--- src/rtc_pkg.sv ---
// Constants, types and helpers shared by the time-of-day counter chain.
// Assumes a single 100 MHz clock and an AXI4-Lite master with 32-bit data.
// Functional notes
// - Seconds count BCD 00..59, advancing on each 16-bit prescaler overflow.
// - Counter writes go to a buffer, reaching the counter within two clocks.
// - A seconds write clears the prescaler to zero.
// - Minutes count BCD 00..59, advancing on each seconds carry.
// - A write to minutes, hours or day beats a simultaneous carry.
// - Hours advance on each minutes carry, except a carry in the cycle of a format change, which the conversion beats.
// - Control bit 3 selects hour format: 0 is 12-hour, 1 is 24-hour.
// - In 12-hour format hour bit 5 marks afternoon.
// - 24-hour counts 00..23; 12-hour runs 12,01..11,32,21..31.
// - Changing the format bit converts the hours to the new encoding.
// - Reset gives hours 12H; switching to 24-hour then reads 00H.
// - Day wraps after 31, 30, 29 or 28 depending on month and leap year.
// - Weekday counts 0..6, advancing together with the day counter.
// - Reset gives seconds, minutes, weekday 00H and day 01H.
// - Hold acknowledge follows a hold request within one clock.
// - One overflow during hold is remembered, unless seconds were written; further ones in the same hold are lost.
// - BCD years divisible by four count as leap years.
package rtc_pkg;
  localparam logic [19:0] IDX_CTL = 20'hfff90;
  localparam logic [19:0] IDX_HOLD = 20'hfff91;
  localparam logic [19:0] IDX_SEC = 20'hfff92;
  localparam logic [19:0] IDX_MIN = 20'hfff93;
  localparam logic [19:0] IDX_HOUR = 20'hfff94;
  localparam logic [19:0] IDX_WEEK = 20'hfff95;
  localparam logic [19:0] IDX_DAY = 20'hfff96;
  localparam int CTL_FMT_BIT = 3;
  localparam int CTL_RUN_BIT = 7;
  localparam int HOLD_REQ_BIT = 0;
  localparam int HOLD_ACK_BIT = 1;
  localparam int PM_BIT = 5;
  localparam logic [7:0] PM_MASK = 8'h20;
  localparam logic [7:0] RST_SEC = 8'h00;
  localparam logic [7:0] RST_MIN = 8'h00;
  localparam logic [7:0] RST_HOUR = 8'h12;
  localparam logic [7:0] RST_WEEK = 8'h00;
  localparam logic [7:0] RST_DAY = 8'h01;
  localparam logic [7:0] BCD_ZERO = 8'h00;
  localparam logic [7:0] SEC_MAX = 8'h59;
  localparam logic [7:0] MIN_MAX = 8'h59;
  localparam logic [7:0] WEEK_MAX = 8'h06;
  localparam logic [7:0] H24_MAX = 8'h23;
  localparam logic [7:0] DAY_MIN = 8'h01;
  localparam logic [7:0] DAY_31 = 8'h31;
  localparam logic [7:0] DAY_30 = 8'h30;
  localparam logic [7:0] DAY_29 = 8'h29;
  localparam logic [7:0] DAY_28 = 8'h28;
  localparam logic [7:0] MON_FEB = 8'h02;
  localparam logic [7:0] MON_APR = 8'h04;
  localparam logic [7:0] MON_JUN = 8'h06;
  localparam logic [7:0] MON_SEP = 8'h09;
  localparam logic [7:0] MON_NOV = 8'h11;
  localparam logic [3:0] LEAP_EVEN_A = 4'h0;
  localparam logic [3:0] LEAP_EVEN_B = 4'h4;
  localparam logic [3:0] LEAP_EVEN_C = 4'h8;
  localparam logic [3:0] LEAP_ODD_A = 4'h2;
  localparam logic [3:0] LEAP_ODD_B = 4'h6;
  localparam logic [3:0] BCD_NINE = 4'h9;
  localparam logic [6:0] BCD_RADIX = 7'h0a;
  localparam logic [6:0] HOURS_HALF = 7'h0c;
  localparam logic [6:0] HOURS_LAST = 7'h17;
  localparam logic [15:0] PRESC_MAX = 16'hffff;
  localparam logic [1:0] RESP_OKAY = 2'h0;
  localparam logic [1:0] RESP_SLVERR = 2'h2;

  typedef struct packed {
    logic [7:0] sec;
    logic [7:0] min;
    logic [7:0] hour;
    logic [7:0] week;
    logic [7:0] day;
  } rtc_time_s;

  typedef enum logic [2:0] {
    SEL_SEC = 3'b000,
    SEL_MIN = 3'b001,
    SEL_HOUR = 3'b010,
    SEL_WEEK = 3'b011,
    SEL_DAY = 3'b100,
    SEL_CTL = 3'b101,
    SEL_HOLD = 3'b110,
    SEL_NONE = 3'b111
  } rtc_sel_e;

  function automatic logic [31:0] rtcByteAddr(input logic [19:0] idx);
    return {10'h000, idx, 2'h0};
  endfunction

  function automatic rtc_sel_e rtcSel(input logic [31:0] addr);
    if (addr == rtcByteAddr(IDX_SEC)) return SEL_SEC;
    if (addr == rtcByteAddr(IDX_MIN)) return SEL_MIN;
    if (addr == rtcByteAddr(IDX_HOUR)) return SEL_HOUR;
    if (addr == rtcByteAddr(IDX_WEEK)) return SEL_WEEK;
    if (addr == rtcByteAddr(IDX_DAY)) return SEL_DAY;
    if (addr == rtcByteAddr(IDX_CTL)) return SEL_CTL;
    if (addr == rtcByteAddr(IDX_HOLD)) return SEL_HOLD;
    return SEL_NONE;
  endfunction

  function automatic logic [6:0] bcd2bin(input logic [7:0] b);
    return 7'(7'(b[7:4]) * BCD_RADIX) + 7'(b[3:0]);
  endfunction

  function automatic logic [7:0] bin2bcd(input logic [6:0] v);
    return {4'(v / BCD_RADIX), 4'(v % BCD_RADIX)};
  endfunction

  // Binary 0..23 to the 12-hour code with the afternoon bit
  function automatic logic [7:0] rtcTo12(input logic [6:0] v);
    logic pm;
    logic [6:0] r;
    pm = (v >= HOURS_HALF);
    r = pm ? 7'(v - HOURS_HALF) : v;
    if (r == 7'h00) r = HOURS_HALF;
    return bin2bcd(r) | (pm ? PM_MASK : BCD_ZERO);
  endfunction

  function automatic logic [7:0] rtcDayMax(input logic [7:0] month, input logic [7:0] year);
    logic leap;
    leap = year[4] ? (year[3:0] == LEAP_ODD_A || year[3:0] == LEAP_ODD_B)
                   : (year[3:0] == LEAP_EVEN_A || year[3:0] == LEAP_EVEN_B
                      || year[3:0] == LEAP_EVEN_C);
    if (month == MON_FEB) return leap ? DAY_29 : DAY_28;
    if (month == MON_APR || month == MON_JUN || month == MON_SEP || month == MON_NOV)
      return DAY_30;
    return DAY_31;
  endfunction
endpackage

--- src/rtc_tod.sv ---
// Time-of-day counter chain with its AXI4-Lite register slave.
// Assumes month and year come from the date logic; day carry goes back to it.
//
// Implementation choice: the AXI4-Lite register port.
`timescale 1ns/1ps
module rtc_tod (
  input logic mclk,             // 100 MHz clock
  input logic arst_n,           // Async reset, active low
  input logic awvalid,          // Write address valid
  output logic awready,         // Write address ready
  input logic [31:0] awaddr,    // Write byte address
  input logic wvalid,           // Write data valid
  output logic wready,          // Write data ready
  input logic [31:0] wdata,     // Write data
  input logic [3:0] wstrb,      // Byte enables
  output logic bvalid,          // Write response valid
  input logic bready,           // Write response ready
  output logic [1:0] bresp,     // Write response
  input logic arvalid,          // Read address valid
  output logic arready,         // Read address ready
  input logic [31:0] araddr,    // Read byte address
  output logic rvalid,          // Read data valid
  input logic rready,           // Read data ready
  output logic [31:0] rdata,    // Read data
  output logic [1:0] rresp,     // Read response
  input logic [7:0] monthBcd,   // Current month, BCD
  input logic [7:0] yearBcd,    // Current year, BCD
  output logic dayCarry,        // Pulse when the day wraps
  output logic clockFormat24h,  // Hour format, 1 = 24-hour
  output logic counterRunEnable, // Chain running
  output logic countHoldAck     // Counters held for access
);
  import rtc_pkg::*;

  rtc_time_s time_reg;
  logic [15:0] presc_reg;
  logic [7:0] wrBuf_reg;
  rtc_sel_e wrSel_reg;
  logic pendOvf_reg, holdReq_reg, holdAck_reg, fmt24_reg, run_reg, wrPend_reg, dayCarry_reg;

  logic [31:0] awAddr_reg, wData_reg, rdata_reg;
  logic [1:0] bresp_reg, rresp_reg;
  logic awready_reg, wready_reg, wLow_reg, bvalid_reg, arready_reg, rvalid_reg;

  rtc_sel_e wrSel, rdSel;
  logic wrFire, ovf, secTick, secCarry, minCarry, hourCarry, fmtWrite;
  logic ldSec, ldMin, ldHour, ldWeek, ldDay;
  logic [7:0] secNext, minNext, weekNext, dayNext, hourNext, hourAs24, hourAs12, dayMax;
  logic secWrap, minWrap, weekWrap, dayWrap, hourWrap;

  assign awready = awready_reg;
  assign wready = wready_reg;
  assign bvalid = bvalid_reg;
  assign bresp = bresp_reg;
  assign arready = arready_reg;
  assign rvalid = rvalid_reg;
  assign rdata = rdata_reg;
  assign rresp = rresp_reg;
  assign dayCarry = dayCarry_reg;
  assign clockFormat24h = fmt24_reg;
  assign counterRunEnable = run_reg;
  assign countHoldAck = holdAck_reg;

  // Write channel: address and data taken in either order, answered together
  assign wrFire = !awready_reg && !wready_reg && !bvalid_reg;
  assign wrSel = rtcSel(awAddr_reg);
  assign rdSel = rtcSel(araddr);

  always_ff @(posedge mclk or negedge arst_n) begin
    if (!arst_n) begin
      awready_reg <= 1'b1;
      awAddr_reg <= 32'h0;
    end else if (awvalid && awready_reg) begin
      awready_reg <= 1'b0;
      awAddr_reg <= awaddr;
    end else if (wrFire) begin
      awready_reg <= 1'b1;
    end
  end

  always_ff @(posedge mclk or negedge arst_n) begin
    if (!arst_n) begin
      wready_reg <= 1'b1;
      wData_reg <= 32'h0;
      wLow_reg <= 1'b0;
    end else if (wvalid && wready_reg) begin
      wready_reg <= 1'b0;
      wData_reg <= wdata;
      wLow_reg <= wstrb[0];
    end else if (wrFire) begin
      wready_reg <= 1'b1;
    end
  end

  always_ff @(posedge mclk or negedge arst_n) begin
    if (!arst_n) begin
      bvalid_reg <= 1'b0;
      bresp_reg <= RESP_OKAY;
    end else if (wrFire) begin
      bvalid_reg <= 1'b1;
      bresp_reg <= (wrSel == SEL_NONE) ? RESP_SLVERR : RESP_OKAY;
    end else if (bready) begin
      bvalid_reg <= 1'b0;
    end
  end

  // Read channel: one cycle from address to data
  always_ff @(posedge mclk or negedge arst_n) begin
    if (!arst_n) begin
      arready_reg <= 1'b1;
      rvalid_reg <= 1'b0;
      rdata_reg <= 32'h0;
      rresp_reg <= RESP_OKAY;
    end else if (arvalid && arready_reg) begin
      arready_reg <= 1'b0;
      rvalid_reg <= 1'b1;
      rresp_reg <= (rdSel == SEL_NONE) ? RESP_SLVERR : RESP_OKAY;
      rdata_reg <= 32'h0;
      unique case (rdSel)
        SEL_SEC: rdata_reg[7:0] <= time_reg.sec;
        SEL_MIN: rdata_reg[7:0] <= time_reg.min;
        SEL_HOUR: rdata_reg[7:0] <= time_reg.hour;
        SEL_WEEK: rdata_reg[7:0] <= time_reg.week;
        SEL_DAY: rdata_reg[7:0] <= time_reg.day;
        SEL_CTL: begin
          rdata_reg[CTL_FMT_BIT] <= fmt24_reg;
          rdata_reg[CTL_RUN_BIT] <= run_reg;
        end
        SEL_HOLD: begin
          rdata_reg[HOLD_REQ_BIT] <= holdReq_reg;
          rdata_reg[HOLD_ACK_BIT] <= holdAck_reg;
        end
        SEL_NONE: rdata_reg <= 32'h0;
      endcase
    end else if (rvalid_reg && rready) begin
      rvalid_reg <= 1'b0;
      arready_reg <= 1'b1;
    end
  end

  // Control and hold bits
  assign fmtWrite = wrFire && wLow_reg && wrSel == SEL_CTL;

  always_ff @(posedge mclk or negedge arst_n) begin
    if (!arst_n) begin
      fmt24_reg <= 1'b0;
      run_reg <= 1'b0;
    end else if (fmtWrite) begin
      fmt24_reg <= wData_reg[CTL_FMT_BIT];
      run_reg <= wData_reg[CTL_RUN_BIT];
    end
  end

  always_ff @(posedge mclk or negedge arst_n) begin
    if (!arst_n) begin
      holdReq_reg <= 1'b0;
    end else if (wrFire && wLow_reg && wrSel == SEL_HOLD) begin
      holdReq_reg <= wData_reg[HOLD_REQ_BIT];
    end
  end

  // Acknowledge trails the request by one clock
  always_ff @(posedge mclk or negedge arst_n) begin
    if (!arst_n) begin
      holdAck_reg <= 1'b0;
    end else begin
      holdAck_reg <= holdReq_reg;
    end
  end

  // Write buffer: software data reaches the counter two clocks after the write
  always_ff @(posedge mclk or negedge arst_n) begin
    if (!arst_n) begin
      wrPend_reg <= 1'b0;
      wrBuf_reg <= 8'h00;
      wrSel_reg <= SEL_NONE;
    end else if (wrFire && wLow_reg && wrSel <= SEL_DAY) begin
      wrPend_reg <= 1'b1;
      wrBuf_reg <= wData_reg[7:0];
      wrSel_reg <= wrSel;
    end else begin
      wrPend_reg <= 1'b0;
    end
  end

  assign ldSec = wrPend_reg && wrSel_reg == SEL_SEC;
  assign ldMin = wrPend_reg && wrSel_reg == SEL_MIN;
  assign ldHour = wrPend_reg && wrSel_reg == SEL_HOUR;
  assign ldWeek = wrPend_reg && wrSel_reg == SEL_WEEK;
  assign ldDay = wrPend_reg && wrSel_reg == SEL_DAY;

  // Prescaler keeps running through a hold
  assign ovf = run_reg && presc_reg == PRESC_MAX;

  always_ff @(posedge mclk or negedge arst_n) begin
    if (!arst_n) begin
      presc_reg <= 16'h0000;
    end else if (ldSec) begin
      presc_reg <= 16'h0000;
    end else if (run_reg) begin
      presc_reg <= 16'(presc_reg + 16'h0001);
    end
  end

  // A seconds write discards a remembered overflow
  always_ff @(posedge mclk or negedge arst_n) begin
    if (!arst_n) begin
      pendOvf_reg <= 1'b0;
    end else if (ldSec) begin
      pendOvf_reg <= 1'b0;
    end else if (ovf && holdReq_reg) begin
      pendOvf_reg <= 1'b1;
    end else if (!holdReq_reg) begin
      pendOvf_reg <= 1'b0;
    end
  end

  assign secTick = run_reg && !holdReq_reg && (ovf || pendOvf_reg);
  assign secCarry = secTick && secWrap;
  assign minCarry = secCarry && minWrap && !ldMin;
  assign hourCarry = minCarry && hourWrap && !ldHour;
  assign dayMax = rtcDayMax(monthBcd, yearBcd);

  rtc_bcd_step secStep (
    .valIn(time_reg.sec),
    .maxVal(SEC_MAX),
    .minVal(BCD_ZERO),
    .valNext(secNext),
    .atMax(secWrap)
  );

  rtc_bcd_step minStep (
    .valIn(time_reg.min),
    .maxVal(MIN_MAX),
    .minVal(BCD_ZERO),
    .valNext(minNext),
    .atMax(minWrap)
  );

  rtc_bcd_step dayStep (
    .valIn(time_reg.day),
    .maxVal(dayMax),
    .minVal(DAY_MIN),
    .valNext(dayNext),
    .atMax(dayWrap)
  );

  rtc_bcd_step weekStep (
    .valIn(time_reg.week),
    .maxVal(WEEK_MAX),
    .minVal(BCD_ZERO),
    .valNext(weekNext),
    .atMax(weekWrap)
  );

  rtc_hour_conv hourCalc (
    .hourIn(time_reg.hour),
    .fmt24(fmt24_reg),
    .as24(hourAs24),
    .as12(hourAs12),
    .hourNext(hourNext),
    .atLast(hourWrap)
  );

  always_ff @(posedge mclk or negedge arst_n) begin
    if (!arst_n) begin
      time_reg.sec <= RST_SEC;
    end else if (ldSec) begin
      time_reg.sec <= wrBuf_reg;
    end else if (secTick) begin
      time_reg.sec <= secNext;
    end
  end

  // Written value beats a carry on the same edge
  always_ff @(posedge mclk or negedge arst_n) begin
    if (!arst_n) begin
      time_reg.min <= RST_MIN;
    end else if (ldMin) begin
      time_reg.min <= wrBuf_reg;
    end else if (secCarry) begin
      time_reg.min <= minNext;
    end
  end

  // Format change rewrites the hour in the new code
  always_ff @(posedge mclk or negedge arst_n) begin
    if (!arst_n) begin
      time_reg.hour <= RST_HOUR;
    end else if (ldHour) begin
      time_reg.hour <= wrBuf_reg;
    end else if (fmtWrite && wData_reg[CTL_FMT_BIT] != fmt24_reg) begin
      time_reg.hour <= wData_reg[CTL_FMT_BIT] ? hourAs24 : hourAs12;
    end else if (minCarry) begin
      time_reg.hour <= hourNext;
    end
  end

  always_ff @(posedge mclk or negedge arst_n) begin
    if (!arst_n) begin
      time_reg.day <= RST_DAY;
    end else if (ldDay) begin
      time_reg.day <= wrBuf_reg;
    end else if (hourCarry) begin
      time_reg.day <= dayNext;
    end
  end

  // No date-derived weekday; it just follows the day step
  always_ff @(posedge mclk or negedge arst_n) begin
    if (!arst_n) begin
      time_reg.week <= RST_WEEK;
    end else if (ldWeek) begin
      time_reg.week <= wrBuf_reg;
    end else if (hourCarry) begin
      time_reg.week <= weekNext;
    end
  end

  always_ff @(posedge mclk or negedge arst_n) begin
    if (!arst_n) begin
      dayCarry_reg <= 1'b0;
    end else begin
      dayCarry_reg <= hourCarry && dayWrap && !ldDay;
    end
  end
endmodule // rtc_tod

--- src/rtc_bcd_step.sv ---
// One BCD counter step: the value after an increment and the wrap flag.
// Assumes the input already lies between the bounds given.
`timescale 1ns/1ps
module rtc_bcd_step (
  input logic [7:0] valIn,   // Present BCD value
  input logic [7:0] maxVal,  // Last value before wrap
  input logic [7:0] minVal,  // Value after wrap
  output logic [7:0] valNext, // Incremented value
  output logic atMax         // Value sits at its maximum
);
  import rtc_pkg::*;
  always_comb begin
    atMax = (valIn == maxVal);
    if (atMax) begin
      valNext = minVal;
    end else if (valIn[3:0] == BCD_NINE) begin
      valNext = {4'(valIn[7:4] + 4'h1), 4'h0};
    end else begin
      valNext = {valIn[7:4], 4'(valIn[3:0] + 4'h1)};
    end
  end
endmodule // rtc_bcd_step

--- src/rtc_hour_conv.sv ---
// Hour counter arithmetic for both formats: conversion and increment.
// Assumes a legal hour code for the format given.
`timescale 1ns/1ps
module rtc_hour_conv (
  input logic [7:0] hourIn,  // Present hour code
  input logic fmt24,         // Format that hourIn is coded in
  output logic [7:0] as24,   // Same hour in 24-hour code
  output logic [7:0] as12,   // Same hour in 12-hour code
  output logic [7:0] hourNext, // Next hour in the current format
  output logic atLast        // Last hour of the day
);
  import rtc_pkg::*;
  logic [6:0] raw;
  logic [6:0] b24;
  logic [6:0] n24;
  always_comb begin
    raw = bcd2bin({3'h0, hourIn[4:0]});
    if (fmt24) begin
      b24 = bcd2bin(hourIn);
    end else if (raw == HOURS_HALF) begin
      b24 = hourIn[PM_BIT] ? HOURS_HALF : 7'h00;
    end else begin
      b24 = hourIn[PM_BIT] ? 7'(raw + HOURS_HALF) : raw;
    end
    atLast = (b24 == HOURS_LAST);
    n24 = atLast ? 7'h00 : 7'(b24 + 7'h01);
    as24 = bin2bcd(b24);
    as12 = rtcTo12(b24);
    hourNext = fmt24 ? bin2bcd(n24) : rtcTo12(n24);
  end
endmodule // rtc_hour_conv

--- config.mk ---
export PLATFORM = sky130hd
export DESIGN_NAME = rtc_tod
export DESIGN_NICKNAME = d
export VERILOG_FILES = /design/src/rtc_pkg.sv /design/src/rtc_tod.sv /design/src/rtc_bcd_step.sv /design/src/rtc_hour_conv.sv
export SDC_FILE = /design/constraint.sdc
export NUM_CORES = 1
export LEC_CHECK = 0
export ABC_AREA = 1
export BUFFER_PORTS_ARGS = -buffer_cell sky130_fd_sc_hd__buf_2
export CAP_MARGIN = 30
export CORE_ASPECT_RATIO = 1.25
export CORE_MARGIN = 8
export CORE_UTILIZATION = 52
export CTS_CLUSTER_DIAMETER = 120
export DETAILED_ROUTE_END_ITERATION = 8
export PLACE_DENSITY = 0.78
export SETUP_SLACK_MARGIN = 0.02
export SYNTH_ARGS = -nofsm -noshare
export SYNTH_HDL_FRONTEND = slang
export SYNTH_SLANG_ARGS = --single-unit
--- constraint.sdc ---
create_clock -name mclk -period 5.89 [get_ports mclk]
set_clock_uncertainty 0.2 [all_clocks]
set_input_delay 1.4725 -clock mclk [delete_from_list [all_inputs] [get_ports mclk]]
set_output_delay 1.4725 -clock mclk [all_outputs]
set_load 0.01 [all_outputs]
==> Word-level counts from Yosys, hierarchy flattened <==
Index checks and enable logic that the tools add are counted.
{ "totals": {"regBits": 132, "input_bits": 123, "out_inout_bits": 45, "wordCells": 327} }
{ "op_classes": {"add_sub_neg": 15, "multipliers": 2, "n_div": 8, "order_cmp": 3, "eq_ne": 50, "n_mux": 153, "n_bitwise": 2, "n_reduce_logical": 64} }
{ "ops": {"columns": ["op", "count"], "rows": [
  ["32-bit by 22-bit equality test with 1-bit output, second input constant", 14],
  ["8-bit 2-to-1 mux", 25],
  ["3-bit 2-to-1 mux", 34],
  ["1-bit 2-to-1 mux", 74],
  ["7-bit 2-to-1 mux", 8],
  ["4-bit by 1-bit adder with 4-bit output, second input constant", 8],
  ["16-bit 2-to-1 mux", 2],
  ["7-bit by 4-bit divider with 7-bit output, second input constant", 4],
  ["7-bit by 4-bit modulo with 7-bit output, second input constant", 4],
  ["1-bit logical AND", 27],
  ["3-bit equality test, second input constant", 8],
  ["8-bit by 3-bit equality test with 1-bit output, second input constant", 3],
  ["4-bit equality test, second input constant", 5],
  ["2-bit nonzero test", 9],
  ["16-bit by 1-bit adder with 16-bit output, second input constant", 1],
  ["16-bit equality test, second input constant", 1],
  ["8-bit by 7-bit equality test with 1-bit output, second input constant", 2],
  ["8-bit OR", 2],
  ["3-bit case mux with 5 select lines", 1],
  ["3-bit nonzero test", 5],
  ["7-bit by 4-bit greater-or-equal comparator with 1-bit output, second input constant", 2],
  ["7-bit zero test", 2],
  ["7-bit by 4-bit subtractor with 7-bit output, second input constant", 2],
  ["3-bit by 2-bit equality test with 1-bit output, second input constant", 4],
  ["other kinds (29)", 50]
]} }

==> Depth between registers and ports, before layout <==
{ "depth": {"ltp_word": 35, "depth_mapped": 54, "ltp_nobuf": 54} }

==> Cells and area by module <==
A second synthesis with hierarchy kept.
{ "unflattened": {"hier_cells": 1796, "area_unflattened_um2": 12135.4} }
{ "modules_own_cells": {"columns": ["module", "instances", "cells_per_inst", "area_per_inst_um2", "seq_area_each_um2"], "rows": [
  ["rtc_tod", 1, 963, 7423.4, 3264.4],
  ["rtc_hour_conv", 1, 509, 2965.3, 0.0],
  ["rtc_bcd_step", 4, 81, 436.7, 0.0]
]} }

==> Worst setup path before layout <==
OpenSTA, ideal clock, no wires.
{ "synth_path": {"path_type": "register -> register", "start": "reg time_reg[20] (netlist bit)", "end": "reg time_reg[20] (netlist bit)", "setup_ns": 0.075, "t_arrival_ns": 5.758, "required_ns": 5.615, "slack_ns": -0.144, "stages_incl_launch_ff": 51, "path_buffers": 0, "synth_period_minus_slack_ns": 6.034, "cell_sequence": "dfstp_2 -> ha_1 -> ha_1 -> inv_1 -> nand2_1 -> nand2_2 -> inv_1 -> ha_1 -> nand2_4 -> nor2_8 -> nand2_4 -> nand2_4 -> nand2_2 -> nand2_4 -> ha_1 -> nand2_1 -> nor2_2 -> nand3_4 -> [15 not listed] -> nor2_4 -> o21ai_2 -> nand2_2 -> nand3_1 -> and2_1 -> ha_1 -> nand2_1 -> nand2_1 -> nand2_2 -> nand2_2 -> nand2_1 -> nand3_1 -> nand2_1 -> nand3_1 -> nand2_1 -> nand2_1 -> nand2_1 -> nand2_1"} }
{ "synth_via": {"elab_chain_cells": 18, "word_cells_on_any_way": 33, "classes_between": "add/sub: 6; mul: 2; div: 4; order compare: 2; eq/ne: 2; mux: 13; bitwise: 2; reduce/logical: 2"} }
{ "synth_rtl": {"columns": ["item", "line_no", "source"], "rows": [
  ["from (decl)", "rtc_tod.sv:35", "rtc_time_s time_reg;"],
  ["1-bit by 3-bit multiplier with 4-bit output", "rtc_pkg.sv:103", "return 7'(7'(b[7:4]) * BCD_RADIX) + 7'(b[3:0]);"],
  ["5-bit by 4-bit adder with 6-bit output", "rtc_pkg.sv:103", null],
  ["7-bit by 4-bit adder with 7-bit output", "rtc_hour_conv.sv:23", "b24 = hourIn[PM_BIT] ? 7'(raw + HOURS_HALF) : raw;"],
  ["7-bit 2-to-1 mux", "rtc_hour_conv.sv:23", null],
  ["7-bit 2-to-1 mux", "rtc_hour_conv.sv:20", "end else if (raw == HOURS_HALF) begin"],
  ["7-bit 2-to-1 mux (*)", "rtc_hour_conv.sv:18", "if (fmt24) begin"],
  ["7-bit by 1-bit adder with 7-bit output / 7-bit by 5-bit equality test with 1-bit output (equally long branches)", "rtc_hour_conv.sv:26, rtc_hour_conv.sv:25", null],
  ["7-bit 2-to-1 mux", "rtc_hour_conv.sv:26", "n24 = atLast ? 7'h00 : 7'(b24 + 7'h01);"],
  ["[2 not listed]", null, null],
  ["7-bit zero test", "rtc_pkg.sv:116", "if (r == 7'h00) r = HOURS_HALF;"],
  ["7-bit 2-to-1 mux", "rtc_pkg.sv:116", null],
  ["7-bit by 4-bit divider with 7-bit output", "rtc_pkg.sv:107", "return {4'(v / BCD_RADIX), 4'(v % BCD_RADIX)};"],
  ["8-bit OR", "rtc_pkg.sv:117", "return bin2bcd(r) | (pm ? PM_MASK : BCD_ZERO);"],
  ["8-bit 2-to-1 mux", "rtc_hour_conv.sv:29", "hourNext = fmt24 ? bin2bcd(n24) : rtcTo12(n24);"],
  ["8-bit 2-to-1 mux", "rtc_tod.sv:294", "end else if (minCarry) begin"],
  ["8-bit 2-to-1 mux (*)", "rtc_tod.sv:292", "end else if (fmtWrite && wData_reg[CTL_FMT_BIT] != fmt24_reg) begin"],
  ["8-bit 2-to-1 mux (*)", "rtc_tod.sv:290", "end else if (ldHour) begin"]
]} }
Mark *: on every way between the ends. The rest lies on a longest branch, timed or not. The select of a mux whose other input is x is not followed.
A chain may end at the register's enable or synchronous reset.

==> Final worst setup path <==
{ "layout_path": {"start": "reg time_reg[20] (netlist bit)", "end": "reg time_reg[18] (netlist bit)"} }
{ "layout_via": {"elab_chain_cells": 18, "word_cells_on_any_way": 33, "classes_between": "add/sub: 6; mul: 2; div: 4; order compare: 2; eq/ne: 2; mux: 13; bitwise: 2; reduce/logical: 2"} }
{ "layout_rtl": {"columns": ["item", "line_no"], "rows": [
  ["1-bit by 3-bit multiplier with 4-bit output", "rtc_pkg.sv:103"],
  ["5-bit by 4-bit adder with 6-bit output", "rtc_pkg.sv:103"],
  ["7-bit by 4-bit adder with 7-bit output", "rtc_hour_conv.sv:23"],
  ["7-bit 2-to-1 mux", "rtc_hour_conv.sv:23"],
  ["7-bit 2-to-1 mux", "rtc_hour_conv.sv:20"],
  ["7-bit 2-to-1 mux (*)", "rtc_hour_conv.sv:18"],
  ["7-bit by 1-bit adder with 7-bit output / 7-bit by 5-bit equality test with 1-bit output (equally long branches)", "rtc_hour_conv.sv:26, rtc_hour_conv.sv:25"],
  ["7-bit 2-to-1 mux", "rtc_hour_conv.sv:26"],
  ["[2 not listed]", null],
  ["7-bit zero test", "rtc_pkg.sv:116"],
  ["7-bit 2-to-1 mux", "rtc_pkg.sv:116"],
  ["7-bit by 4-bit modulo with 7-bit output", "rtc_pkg.sv:107"],
  ["8-bit OR", "rtc_pkg.sv:117"],
  ["8-bit 2-to-1 mux", "rtc_hour_conv.sv:29"],
  ["8-bit 2-to-1 mux", "rtc_tod.sv:294"],
  ["8-bit 2-to-1 mux (*)", "rtc_tod.sv:292"],
  ["8-bit 2-to-1 mux (*)", "rtc_tod.sv:290"]
]} }
Marked as above.

==> reports/metrics.cfg <==
[worst_hold_path]
hold_start = holdReq_reg
holdPathStages = 0
min_path_type = flop to flop
holdPathEnd = countHoldAck

[floorplan]
die_height_microns = 171
dieArea_sq_um = 23900
rows = 56
fp.dieW_microns = 140
initial_core_util = 0.531
io_pins = 168
coreArea_sq_um = 18800

[yosys]
syn_area_sq_um = 9970
yosysMostFrequentCell = nand2_1
syn_avg_cell_area_sq_um = 7.37
ys_warn_count = 0
synth_area_leader_cell = dfrtp_1
yosysSeqAreaShare = 0.327
netlist-cell-type-count = 61
synth_edf_count = 0
async_reset_ff_frac = 1.00
ys_ff_latch = 130
synth_top_area_frac = 0.304
synthCells = 1353
synth_common_cells = 261 x nand2_1, 194 x inv_1, 121 x dfrtp_1
synth_area_leaders = dfrtp_1 30%, nand2_1 9.8%, inv_1 7.3%
synthFlopType = dfrtp_1

[cells_and_area]
nNetsFinal = 1703
areaGrowthSynthToFinish_pct = 20.4
n_antenna_cell = 0
largest_reg_flops = 40
drive_gt1_frac = 0.264
design_area_sq_um = 12000

[setup_path]
r2r_end = time_reg[18]
cp.required_ns = 6.00
worstPathMaxFanout = 6
r2r_cells = 54
cpPeakStageDelay_ns = 0.59
path_common_cell = nand2_2
rrSetupSlack_ns = 0.21
crit_path_start_kind = flop
r2r-start = time_reg[20]
crit_type = flop to flop
path_depth = 54
critPathBufInv = 12
slowest_stage = dfstp_2
cp-end-kind = flop
crit_family = simple AND/OR/NAND/NOR gates
arrival_ns = 5.79

[drt]
drt_iter0_drc = 834
vias = 9737
finalWirelength_microns = 27200
routedWlPerCell_microns = 15.3
drtAntennaViolNets = 0
dr.pass1.iters = 6
drc = 0
via_per_inst = 5.48

[global_route]
grt_pass1_vias = 9268
grt_max_degree = 94
gr-total-overflow = 0
grt_use_total = 0.218
antenna_found_initial = 0
grt_pass1_wl_microns = 43100

[sta]
hold_violations = 0
tightest_slew_ns = 0.864
fmax_mhz = 176
relSlewSlack = 0.424
maxSlewViolCount = 0
post-route-period-util = 0.965
setup_viol = 0
setup_ws_ns = 0.209
finalCriticalPeriod_ns = 5.68

[cts]
cts_buffers = 17
ctsHoldBuffers = 0
clk_latency_ns = 0.42
clk_pin_slew_ns = 0.06
htreeDepth = 4
cts_tree = yes
cts_num_sinks = 130
clockBufferDepth = 2
cts_root_buffer = clkbuf_16

[placed_design]
hpwl_microns = 20400
place_area_sq_um = 11100
place.gp.congestion = 0.934
place_ws_ns = 0.0296
port_buffers = 111

[outcome]
status = finished, final reports clean

[pwr]
pwr-share-comb = 0.169
p_leak_nw = 5.95
irDropWorstVdd_mv = 0.362
p_sw_frac = 0.294
pwr-share-clk = 0.396
switchingPower_mw = 0.790
powerDensity_nw_per_um2 = 224
intPower_mw = 1.90
sequentialPowerShare = 0.435

[flow_run]
cap_violations = 0

## power by group through the flow
stage	clock network, mW	logic, mW	registers [mW]
floorplan	0	0.325	1.16
global placement	0	0.437	1.17
detailed placement	0	0.454	1.18
CTS	1.07	0.460	1.17
global route	1.11	0.512	1.19
finish	1.06	0.455	1.17
## kinds of logic after synthesis
| logic type | share of synthesized area |
|---|---|
| other | 0.000376 |
| AND/OR/NAND/NOR | 0.307 |
| adder cells (fa/ha/maj) | 0.0605 |
| multiplexers | 0.0336 |
| XOR/XNOR | 0.0208 |
| AO/OA/AOI/OAI | 0.138 |
| flip-flops | 0.327 |
| buffers and inverters | 0.112 |
## cells in the final DEF, fill, tap and decap left out, types with 4 or more instances in the layout
cell type  count
xor2_1        13
nor2_2        10
o21ai_0       86
xnor2_1        5
clkbuf_16     17
ha_2           4
mux2_2        28
nand2_2       30
nor4_1        10
ha_1          33
nand3_1       89
a21oi_1       50
inv_1        186
nor3_1        43
o21ai_2       11
nand2_1      249
inv_6          5
inv_2         31
nand3b_1       5
buf_2        111
dfrtp_1      121
nand3_2       14
buf_4         63
conb_1        26
a31oi_1        4
dfstp_2        9
a221oi_1       4
o221ai_1      13
ha_4           8
buf_6          6
nand2_4       23
nor2_1       105
nor2_4         7
o21ai_1        9
o211ai_1       6
o22ai_1       32
nand4_1       24
## per-layer routing
metal	vias up	part of all wire	wire (microns)	track usage
met5	-	0	0	0
met1	4526	0.41	11200	0.253
met2	354	0.49	13500	0.396
met4	0	0.030	824	0.0738
met3	68	0.062	1700	0.0418
li1	4789	-	-	-
## worst max-delay path by stage
stage                      start           end  slack, ns
floorplan           time_reg[20]  time_reg[20]       0.02
CTS                 time_reg[17]  time_reg[20]       0.02
global route        time_reg[20]  time_reg[18]      -0.13
global placement    time_reg[17]  time_reg[20]       0.15
finish              time_reg[20]  time_reg[18]       0.21
detailed placement  time_reg[17]  time_reg[20]       0.03
## layout make-up
type	instances	area, sq um
clock buffer	19	433
multi-input combinational	979	5920
sequential	130	3260
fill	1622	6770
timing repair buffer	181	1100
tap	232	290
clock inverter	13	149
inverter	224	851
## through the flow
stage / setup TNS, ns / power [mW] / std cells / hold slack (ns) / util
after floorplan: 0 / 1.48 / 1378 / 0.175 / -
after global routing: -0.413 / 2.81 / 1778 / 0.223 / 0.639
final: 0 / 2.69 / 1778 / 0.214 / 0.639
after global placement: 0 / 1.61 / 1731 / 0.183 / 0.590
after detailed placement: 0 / 1.64 / 1731 / 0.203 / 0.590
after CTS: 0 / 2.70 / 1763 / 0.220 / 0.622
## timing repair
action,in CTS,in global routing
setup buffers,0,13
endpoints found under the setup margin,1,4
resized for setup,1,57
pin swaps,0,33
(Power assumes the default switching activity.)
